File: src/rtl/dcrb_pkg.sv
// Functional notes
// [RULE1] Config bit 7 set lets the data pin drive read data back out.
// [RULE2] Config bit 6 picks serial bit order: 0 MSB first, 1 LSB first.
// [RULE3] Config bit 5 written 1 holds the device in reset until written 0.
// [RULE4] Power bits 7, 6, 5 power down I converter, Q converter, data receiver.
// [RULE5] Power bit 4 powers down the temperature sensing auxiliary converter.
// [RULE6] Format bit 7: 0 two's complement samples, 1 offset binary samples.
// [RULE7] Format bit 6: 0 I sample first, 1 Q sample first in each pair.
// [RULE8] Format bit 5 set reverses the input data port bit order.
// [RULE9] Format field [1:0]: 00 dual word, 01 word, 10 byte; 11 invalid.
// [RULE10] Enable bit 7 gates lock-lost, bit 6 gates lock-acquired interrupts.
// [RULE11] Enable bit 5 gates sync-lost, bit 4 gates sync-locked interrupts.
// [RULE12] Enable bit 3 gates the clock generation ready interrupt.
// [RULE13] Enable bit 2 gates the soft FIFO reset done interrupt.
// [RULE14] A latched flag is set when a serial requested FIFO reset finishes.
// [RULE15] A latched flag is set when a previously locked PLL unlocks.
// [RULE16] Undefined bits read zero, ignore writes; defined bits reset cleared.
package dcrb_pkg;

  localparam logic [6:0] ADDR_SERIAL_CFG = 7'h00;
  localparam logic [6:0] ADDR_POWER_CTRL = 7'h01;
  localparam logic [6:0] ADDR_DATA_FMT   = 7'h03;
  localparam logic [6:0] ADDR_IRQ_EN1    = 7'h04;

  localparam logic [7:0] RST_VALUE = 8'h00;

  localparam logic [7:0] MASK_SERIAL_CFG = 8'he0;
  localparam logic [7:0] MASK_POWER_CTRL = 8'hf0;
  localparam logic [7:0] MASK_DATA_FMT   = 8'he3;
  localparam logic [7:0] MASK_IRQ_EN1    = 8'hfc;

  localparam int BIT_PIN_DIR   = 7;
  localparam int BIT_LSB_FIRST = 6;
  localparam int BIT_SOFT_RST  = 5;
  localparam int BIT_PD_I      = 7;
  localparam int BIT_PD_Q      = 6;
  localparam int BIT_PD_RX     = 5;
  localparam int BIT_PD_AUX    = 4;
  localparam int BIT_LOCK      = 0;
  localparam int BIT_OFFS_BIN  = 7;
  localparam int BIT_Q_FIRST   = 6;
  localparam int BIT_SWAP      = 5;

  localparam logic [1:0] BUS_DUAL_WORD = 2'h0;
  localparam logic [1:0] BUS_WORD      = 2'h1;
  localparam logic [1:0] BUS_BYTE      = 2'h2;

  // Serial frame: 1 direction bit, 7 address bits, 8 data bits
  localparam int FRAME_BITS = 16;

  typedef struct packed {
    logic       pdI;
    logic       pdQ;
    logic       pdRx;
    logic       pdAux;
    logic       offsetBinary;
    logic       qFirst;
    logic       bitSwap;
    logic [1:0] busWidth;
  } dcrb_ctrl_s;

  typedef struct packed {
    logic pllLost;
    logic pllLocked;
    logic syncLost;
    logic syncLocked;
    logic clkReady;
    logic fifoSync;
  } dcrb_evt_s;

endpackage : dcrb_pkg

File: src/rtl/dcrb_register_bank.sv
module dcrb_register_bank (
  // Clock and reset
  input  wire logic               core_clk,
  input  wire logic               rstn,
  // Serial port, inputs synchronous to core_clk
  input  wire logic               spiCsN,
  input  wire logic               spiSclk,
  input  wire logic               spiDataIn,
  output logic                    spiDataOut,
  output logic                    spiDataOe,
  // Status from the rest of the device
  input  wire logic               pllLock,
  input  wire dcrb_pkg::dcrb_evt_s evtIn,
  input  wire logic               fifoResetDone,
  // Controls to the rest of the device
  output logic                    deviceReset,
  output dcrb_pkg::dcrb_ctrl_s    ctrl,
  output dcrb_pkg::dcrb_evt_s     irqEnable,
  output logic                    fifoSyncFlag,
  output logic                    pllLostFlag,
  output logic                    irqPending
);

  function automatic logic [7:0] reverse8(input logic [7:0] v);
    for (int i = 0; i < 8; i++) begin
      reverse8[i] = v[7 - i];
    end
  endfunction : reverse8

  logic [7:0] serialCfg;
  logic [7:0] powerCtrl;
  logic [7:0] dataFmt;
  logic [7:0] irqEn1;
  logic       sclkPrev;
  logic [4:0] bitCount;
  logic [15:0] shiftIn;
  logic [6:0] frameAddr;
  logic [7:0] shiftOut;
  logic       readCycle;
  logic       pllPrev;

  // Serial clock edge detection
  wire        sclkRise  = spiSclk & ~sclkPrev & ~spiCsN;
  wire        sclkFall  = ~spiSclk & sclkPrev & ~spiCsN;
  wire        lsbFirst  = serialCfg[dcrb_pkg::BIT_LSB_FIRST];
  // Header complete after 8 bits; address follows the direction bit MSB first, precedes it LSB first
  wire [7:0]  hdrRaw    = {shiftIn[6:0], spiDataIn};
  wire [7:0]  hdr       = lsbFirst ? reverse8(hdrRaw) : hdrRaw; // RULE2
  wire        hdrDone   = sclkRise && (bitCount == 5'd7);
  wire        dataDone  = sclkRise && (bitCount == 5'(dcrb_pkg::FRAME_BITS - 1));
  wire [7:0]  wrRaw     = {shiftIn[6:0], spiDataIn};
  wire [7:0]  wrData    = lsbFirst ? reverse8(wrRaw) : wrRaw; // RULE2
  // Address kept from the decoded header, so bit order needs no second pass
  wire [6:0]  wrAddr    = frameAddr;
  wire        doWrite   = dataDone && !readCycle;
  wire [6:0]  rdAddr    = hdr[6:0];

  wire [7:0]  lockByte  = 8'(pllLock) << dcrb_pkg::BIT_LOCK;
  wire [7:0]  rdMux =
    (rdAddr == dcrb_pkg::ADDR_SERIAL_CFG) ? serialCfg :
    (rdAddr == dcrb_pkg::ADDR_POWER_CTRL) ? (powerCtrl | lockByte) :
    (rdAddr == dcrb_pkg::ADDR_DATA_FMT)   ? dataFmt :
    (rdAddr == dcrb_pkg::ADDR_IRQ_EN1)    ? irqEn1 : 8'h00; // RULE16
  wire [7:0]  rdWord    = lsbFirst ? reverse8(rdMux) : rdMux; // RULE2

  wire        pllLostEvt = pllPrev & ~pllLock; // RULE15
  wire [5:0]  evtVec     = {evtIn.pllLost | pllLostEvt, evtIn.pllLocked, evtIn.syncLost,
                            evtIn.syncLocked, evtIn.clkReady, evtIn.fifoSync | fifoResetDone};
  wire [5:0]  enVec      = irqEn1[7:2]; // RULE10 RULE11 RULE12 RULE13
  wire        next_irq   = |(evtVec & enVec) | irqPending;

  // Frame bit counter and shifter
  always_ff @(posedge core_clk or negedge rstn) begin
    if (!rstn) begin
      sclkPrev  <= 1'b0;
      bitCount  <= 5'h00;
      shiftIn   <= 16'h0000;
      frameAddr <= 7'h00;
      readCycle <= 1'b0;
    end else begin
      sclkPrev <= spiSclk;
      if (spiCsN) begin
        bitCount  <= 5'h00;
        readCycle <= 1'b0;
      end else if (sclkRise) begin
        shiftIn  <= {shiftIn[14:0], spiDataIn};
        bitCount <= (bitCount == 5'(dcrb_pkg::FRAME_BITS - 1)) ? 5'h00 : bitCount + 5'h01;
        if (hdrDone) begin
          readCycle <= hdr[7];
          frameAddr <= hdr[6:0]; // RULE2
        end
      end
    end
  end

  // Register writes; soft reset bit survives its own effect
  always_ff @(posedge core_clk or negedge rstn) begin
    if (!rstn) begin
      serialCfg <= dcrb_pkg::RST_VALUE;
      powerCtrl <= dcrb_pkg::RST_VALUE;
      dataFmt   <= dcrb_pkg::RST_VALUE;
      irqEn1    <= dcrb_pkg::RST_VALUE;
    end else if (doWrite) begin
      case (wrAddr)
        dcrb_pkg::ADDR_SERIAL_CFG: serialCfg <= wrData & dcrb_pkg::MASK_SERIAL_CFG; // RULE1 RULE3
        dcrb_pkg::ADDR_POWER_CTRL: powerCtrl <= wrData & dcrb_pkg::MASK_POWER_CTRL; // RULE4 RULE5
        dcrb_pkg::ADDR_DATA_FMT: begin
          // Write with an invalid width code dropped whole; the old format stays in force
          if (wrData[1:0] != 2'h3) begin // RULE9
            dataFmt <= wrData & dcrb_pkg::MASK_DATA_FMT;
          end
        end
        dcrb_pkg::ADDR_IRQ_EN1:    irqEn1 <= wrData & dcrb_pkg::MASK_IRQ_EN1;
        default: ;
      endcase
    end
  end

  // Read data path
  always_ff @(posedge core_clk or negedge rstn) begin
    if (!rstn) begin
      shiftOut   <= 8'h00;
      spiDataOut <= 1'b0;
      spiDataOe  <= 1'b0;
    end else begin
      if (hdrDone) begin
        shiftOut <= rdWord;
      end else if (sclkFall && readCycle) begin
        spiDataOut <= shiftOut[7];
        shiftOut   <= {shiftOut[6:0], 1'b0};
      end
      // Drive only in the data phase of a read, and only if enabled
      spiDataOe <= !spiCsN && readCycle && serialCfg[dcrb_pkg::BIT_PIN_DIR]; // RULE1
    end
  end

  // Latched flags: set wins over the soft reset clear
  always_ff @(posedge core_clk or negedge rstn) begin
    if (!rstn) begin
      pllPrev      <= 1'b0;
      fifoSyncFlag <= 1'b0;
      pllLostFlag  <= 1'b0;
      irqPending   <= 1'b0;
    end else begin
      pllPrev <= pllLock;
      if (fifoResetDone) begin
        fifoSyncFlag <= 1'b1; // RULE14
      end else if (deviceReset) begin
        fifoSyncFlag <= 1'b0;
      end
      if (pllLostEvt) begin
        pllLostFlag <= 1'b1; // RULE15
      end else if (deviceReset) begin
        pllLostFlag <= 1'b0;
      end
      irqPending <= deviceReset ? |(evtVec & enVec) : next_irq;
    end
  end

  // Control outputs registered
  always_ff @(posedge core_clk or negedge rstn) begin
    if (!rstn) begin
      deviceReset <= 1'b0;
      ctrl        <= '0;
      irqEnable   <= '0;
    end else begin
      deviceReset        <= serialCfg[dcrb_pkg::BIT_SOFT_RST]; // RULE3
      ctrl.pdI           <= powerCtrl[dcrb_pkg::BIT_PD_I]; // RULE4
      ctrl.pdQ           <= powerCtrl[dcrb_pkg::BIT_PD_Q]; // RULE4
      ctrl.pdRx          <= powerCtrl[dcrb_pkg::BIT_PD_RX]; // RULE4
      ctrl.pdAux         <= powerCtrl[dcrb_pkg::BIT_PD_AUX]; // RULE5
      ctrl.offsetBinary  <= dataFmt[dcrb_pkg::BIT_OFFS_BIN]; // RULE6
      ctrl.qFirst        <= dataFmt[dcrb_pkg::BIT_Q_FIRST]; // RULE7
      ctrl.bitSwap       <= dataFmt[dcrb_pkg::BIT_SWAP]; // RULE8
      ctrl.busWidth      <= dataFmt[1:0]; // RULE9
      irqEnable          <= dcrb_pkg::dcrb_evt_s'(enVec);
    end
  end

endmodule : dcrb_register_bank

File: config.mk
export PLATFORM = sky130hd
export DESIGN_NAME = dcrb_register_bank
export DESIGN_NICKNAME = d
export VERILOG_FILES = /design/src/rtl/dcrb_pkg.sv /design/src/rtl/dcrb_register_bank.sv
export SDC_FILE = /design/constraint.sdc
export NUM_CORES = 1
export LEC_CHECK = 0
export BUFFER_PORTS_ARGS = -buffer_cell sky130_fd_sc_hd__buf_2
export CAP_MARGIN = 30
export CORE_ASPECT_RATIO = 0.75
export CORE_MARGIN = 2
export CORE_UTILIZATION = 41
export CTS_BUF_LIST = sky130_fd_sc_hd__clkbuf_4 sky130_fd_sc_hd__clkbuf_8
export DETAILED_ROUTE_END_ITERATION = 10
export PLACE_DENSITY_LB_ADDON = 0.15
export SLEW_MARGIN = 20
export SYNTH_ARGS = -nofsm -noshare
export SYNTH_HDL_FRONTEND = slang
export SYNTH_SLANG_ARGS = --single-unit
File: constraint.sdc
create_clock -name core_clk -period 2.5 [get_ports core_clk]
set_input_delay 0.75 -clock core_clk [delete_from_list [all_inputs] [get_ports core_clk]]
set_output_delay 0.75 -clock core_clk [all_outputs]
set_load 0.01 [all_outputs]
==> impl_metrics.json, run 1 <==
{
  "synth_seq_area_share_pct": 56.5,
  "gp_congestion": 0.865,
  "cts_made_buffers": 9,
  "nFillCells": 664,
  "setup_viol": 0,
  "period_minus_slack_ps": 2150,
  "cp.depth": 5,
  "end_kind": "flip-flop",
  "worstHoldStart": "powerCtrl[5]",
  "syn_area_per_cell_sq_um": 11.3,
  "crit_start": "bitCount[0]",
  "dp.final_hpwl_microns": 4680,
  "yosys_warnings": 0,
  "crit_chain": "ha_1, and4b_1, nand4_4, or4b_4, mux2_4",
  "cp-endpoint": "irqEn1[7]",
  "row_count": 27,
  "wl_microns": 6520,
  "crit_required_ps": 2730,
  "cts_sinks": 69,
  "syn-cell-area_sq_um": 3060,
  "hold-worst-slack_ps": 379,
  "synth_cell_type_count": 47,
  "skew_ps": 5.83,
  "drtIter0Drc": 196,
  "io_pins": 34,
  "slowest_stage": "or4b_4",
  "p_leak_nw": 1.67,
  "clock_latency_ps": 340,
  "fin_crit_sh_pct": 86.2,
  "arrival_ps": 2390,
  "tns_ps": 0,
  "port_buffers": 33,
  "grtUsageTotal_pct": 17.7,
  "initial_core_util_pct": 41.9,
  "grt_max_degree": 70,
  "drc": 0,
  "hold_viol_final": 0,
  "finalMaxSlewViolations": 0,
  "ys_seq_elements": 69,
  "drv_cap": 0,
  "drt-vias-per-instance": 5.27,
  "reg2reg_setup_slack_ps": 350,
  "firstDrtPassIters": 4,
  "cts-root-buf": "clkbuf_8",
  "die_w_microns": 104,
  "slew_headroom_pct": 59.0,
  "antenna_found_initial": 0,
  "rsz0062_at_grt": "false",
  "synthCells": 271,
  "grt_pass1_vias": 2082,
  "min_path_type": "flip-flop to flip-flop",
  "core_area_sq_um": 7300,
  "grt_pass1_wl_microns": 11000,
  "grt-ovfl-total": 0,
  "post_cts.resized_instances": 0,
  "cellPowerDensity_nw_per_um2": 719,
  "syn_nets": 285,
  "cts_hold_buf": 0,
  "clock_path_buffers": 2,
  "syn2layout_area_growth_pct": 18.2,
  "synthArstFlopShare_pct": 100,
  "max_slew.worst_pin.slew_ps": 612,
  "rr_worst_depth": 5,
  "post-place-cells": 404,
  "clk_pin_slew_ps": 70,
  "fin_util_pct": 49.5,
  "worstReg2RegStart": "bitCount[0]",
  "cp-start-kind": "flip-flop",
  "mostFrequentLayoutCells": "69 x dfrtp_1, 33 x buf_2, 26 x nand2_1",
  "ant_nets": 0,
  "ys.flop_type": "dfrtp_1",
  "final_common_cell": "dfrtp_1",
  "diodes": 0,
  "fin_cells": 420,
  "die_area_sq_um": 8170,
  "drive_above_1_share_pct": 26.3,
  "outcome": "completed",
  "num-nets-final": 328,
  "synth_edf_count": 0,
  "r2r_end": "irqEn1[7]",
  "critPathMaxFanout": 10,
  "crit_buf_inv": 0,
  "cts_setup_buffers": 0,
  "peakVddDrop_mv": 0.403,
  "chipHeight_microns": 78.8,
  "power_mw": 2.60,
  "crit_family": "simple AND/OR/NAND/NOR gates",
  "post_drt_wl_per_cell_microns": 15.5,
  "htreeDepth": 3,
  "timing.fmax_mhz": 464,
  "crit_type": "flip-flop to flip-flop",
  "num_vias": 2214,
  "cpPeakStageDelay_ps": 610,
  "cts_tree": "built"
}
-- cell families (layout without fill, tap and decap cells) --
group / Yosys count / after routing / synth area share, %
and+or+nand+nor: 91 / 91 / 17.2
DFF: 69 / 69 / 56.5
AOI/OAI and AO/OA: 60 / 60 / 12.8
muxes: 27 / 27 / 9.86
buffers and inverters: 22 / 70 / 3.03
adders and majority gates: 1 / 1 / 0.409
xor gates and xnor gates: 1 / 1 / 0.287
-- state kept, by name (all words and copies together), names as in the netlist, 3 cells and up --
| signal | cells |
|---|---|
| frameAddr | 7 |
| shiftOut | 8 |
| shiftIn | 7 |
| bitCount | 5 |
| powerCtrl | 4 |
| serialCfg | 3 |
| ctrl | 9 |
| dataFmt | 5 |
| irqEnable | 6 |
| irqEn1 | 6 |
-- area by class of cell --
class / instances / area [sq um] / area share [%]
clock inverter: 6 / 87.6 / 2.42
clock buffer: 10 / 131 / 3.64
multi-input combinational: 180 / 1240 / 34.4
sequential: 69 / 1730 / 47.8
tap: 101 / 126 / 3.50
inverter: 10 / 37.5 / 1.04
timing repair buffer: 44 / 260 / 7.20
-- routing by layer --
metal / routed length (microns) / vias up / global-route usage [%]
li1: - / 1080 / -
met1: 3360 / 1068 / 26.2
met2: 2720 / 60 / 24.8
met3: 383 / 6 / 5.50
met4: 55 / 0 / 5.27
met5: 0 / - / 0
-- worst min path at each step --
stage | depth (start not counted) | endpoint | slack, ps
2_1_floorplan | 0 | ctrl[6] | 350
3_3_place_gp | 0 | ctrl[6] | 370
3_5_place_dp | 0 | ctrl[6] | 370
4_1_cts | 0 | ctrl[6] | 380
5_1_grt | 0 | ctrl[6] | 390
6_report | 0 | ctrl[6] | 380
-- power by group --
part           switching [mW]  internal (mW)
clock network           0.419          0.570
registers              0.0968           1.17
logic                   0.211          0.137
total                   0.726           1.87
-- stage by stage --
| step | setup slack, ps | cell area [sq um] |
|---|---|---|
| after global routing | 133 | 3610 |
| after CTS | 347 | 3610 |
| after detailed placement | 159 | 3390 |
| final | 346 | 3610 |
| after global placement | 197 | 3390 |
| after floorplan | 145 | 3060 |
-- synth_stat cells (5+ instances only) --
library cell | count | area, sq um
a21oi_1 | 8 | 40.0
clkbuf_1 | 9 | 33.8
dfrtp_1 | 69 | 1730
inv_1 | 10 | 37.5
mux2_2 | 17 | 191
mux2i_1 | 8 | 80.1
nand2_1 | 26 | 97.6
nand2b_1 | 5 | 31.3
nand3_1 | 5 | 25.0
nor2_1 | 13 | 48.8
nor3_1 | 11 | 55.1
o211ai_1 | 5 | 37.5
o21ai_0 | 20 | 100
Note: power is estimated with default switching activity, not from simulation.
==> run 2, diff against run 1 <==
--- a/config.mk
+++ b/config.mk
@@ -10,7 +10,6 @@
 export CORE_ASPECT_RATIO = 0.75
 export CORE_MARGIN = 2
 export CORE_UTILIZATION = 41
-export CTS_BUF_LIST = sky130_fd_sc_hd__clkbuf_4 sky130_fd_sc_hd__clkbuf_8
 export DETAILED_ROUTE_END_ITERATION = 10
 export PLACE_DENSITY_LB_ADDON = 0.15
 export SLEW_MARGIN = 20
==> run 2 against run 1 <==
Clock power decreased by 1%; clock-buffer cell count unchanged; sequential share of layout area about the same; maximum frequency about the same; first-iteration DRC count decreased by 11%; clock skew about the same; register-to-register slack about the same.
==> impl_metrics.json, run 2 (synthesis gave the netlist of run 1 again) <==
{
  "outcome": "completed",
  "crit_required_ps": 2730,
  "post-place-cells": 404,
  "post_drt_wl_per_cell_microns": 15.6,
  "period_minus_slack_ps": 2150,
  "hold-worst-slack_ps": 379,
  "slew_headroom_pct": 57.0,
  "rsz0062_at_grt": "false",
  "fin_crit_sh_pct": 86.2,
  "cts_made_buffers": 9,
  "crit_type": "flip-flop to flip-flop",
  "switching_share_pct": 28.1,
  "largest_reg_flops": 9,
  "finalMaxSlewViolations": 0,
  "clk_pin_slew_ps": 70,
  "wl_microns": 6550,
  "grt_use_met3_pct": 5.75,
  "cts_sinks": 69,
  "syn2layout_area_growth_pct": 18.1,
  "drc": 0,
  "min_path_type": "flip-flop to flip-flop",
  "post_cts.resized_instances": 0,
  "skew_ps": 5.72,
  "fin_util_pct": 49.5,
  "reg.largest.list": "ctrl: 9 flops, shiftOut: 8 flops",
  "initial_core_util_pct": 41.9,
  "grt_pass1_wl_microns": 11000,
  "critPathMaxFanout": 10,
  "final_common_cell": "dfrtp_1",
  "power_mw": 2.59,
  "grt_busiest_layer": "met1",
  "setup_viol": 0,
  "power_frac_comb_pct": 13.5,
  "crit_family": "simple AND/OR/NAND/NOR gates",
  "grt_pass1_vias": 2084,
  "num-nets-final": 328,
  "clkPwrFrac_pct": 37.8,
  "diodes": 0,
  "port_buffers": 33,
  "nFillCells": 666,
  "cp-start-kind": "flip-flop",
  "arrival_ps": 2390,
  "drt-vias-per-instance": 5.24,
  "num_vias": 2202,
  "crit_buf_inv": 0,
  "chipHeight_microns": 78.8,
  "drtIter0Drc": 175,
  "cts_setup_buffers": 0,
  "pwr-share-seq_pct": 48.7,
  "hold_viol_final": 0,
  "worstReg2RegStart": "bitCount[0]",
  "drive_above_1_share_pct": 26.0,
  "firstDrtPassIters": 4,
  "gr-usage-met2_pct": 24.8,
  "peakVddDrop_mv": 0.404,
  "io_pins": 34,
  "row_count": 27,
  "p_leak_nw": 1.66,
  "worstHoldStart": "powerCtrl[5]",
  "cpPeakStageDelay_ps": 610,
  "crit_chain": "ha_1, and4b_1, nand4_4, or4b_4, mux2_4",
  "max_slew.worst_pin.slew_ps": 642,
  "grt-ovfl-total": 0,
  "tns_ps": 0,
  "end_kind": "flip-flop",
  "cts_tree": "built",
  "core_area_sq_um": 7300,
  "grtUsageTotal_pct": 17.6,
  "placed_area_sq_um": 3390,
  "cts_hold_buf": 0,
  "ant_nets": 0,
  "slowest_stage": "or4b_4",
  "fin_cells": 420,
  "clock_path_buffers": 2,
  "cts-root-buf": "clkbuf_8",
  "antenna_found_initial": 0,
  "power_switching_mw": 0.729,
  "drv_cap": 0,
  "fin_area_sq_um": 3610,
  "use_met1_pct": 26.2,
  "cellPowerDensity_nw_per_um2": 718,
  "top_register": "ctrl",
  "p_int_mw": 1.86,
  "gp_congestion": 0.865,
  "crit_start": "bitCount[0]",
  "htreeDepth": 3,
  "mostFrequentLayoutCells": "69 x dfrtp_1, 33 x buf_2, 26 x nand2_1",
  "dp.final_hpwl_microns": 4680,
  "final.setup.worst_slack_ps": 346,
  "grt_max_degree": 70,
  "die_w_microns": 104,
  "die_area_sq_um": 8170,
  "clock_latency_ps": 340,
  "timing.fmax_mhz": 464,
  "dp_slack_ps": 159
}
run 2: cell counts in the layout (fill, tap and decap cells not counted):
Identical to the previous run, type by type.
run 2: layout make-up:
cell class,count,area (sq um),share of cell area (%)
Clock inverter,6,87.6,2.43
Tap cell,101,126,3.50
Clock buffer,10,128,3.54
Sequential cell,69,1730,47.8
Multi-Input combinational cell,180,1240,34.5
Timing Repair Buffer,44,260,7.21
Inverter,10,37.5,1.04
run 2: layer usage:
metal	share of wire, %	routed length, microns
met5	0	0
met4	0.90	59
met3	4.4	287
met2	42	2730
met1	53	3470
run 2: final timing paths:
kind	end	slack, ps	cells after the start
worst max-delay path	irqEn1[7]	350	5
worst min-delay path	ctrl[6]	380	0
worst max register to register	irqEn1[7]	350	5
worst min register to register	ctrl[6]	380	0
max in group asynchronous	shiftIn[5]	1800	2
min in group asynchronous	spiDataOut	420	2
run 2: worst reg2reg max path, stage by stage, from the launching register on:
cell and delay (ps):
dfrtp_1 400, ha_1 230, and4b_1 340, nand4_4 130
or4b_4 610, mux2_4 320
run 2: power by group through the flow:
stage / sequential (mW) / clock (mW) / combinational [mW]
detailed placement: 1.28 / 0 / 0.347
global placement: 1.28 / 0 / 0.347
finish: 1.26 / 0.979 / 0.349
CTS: 1.26 / 1.01 / 0.348
floorplan: 1.24 / 0 / 0.234
global route: 1.28 / 1.06 / 0.386
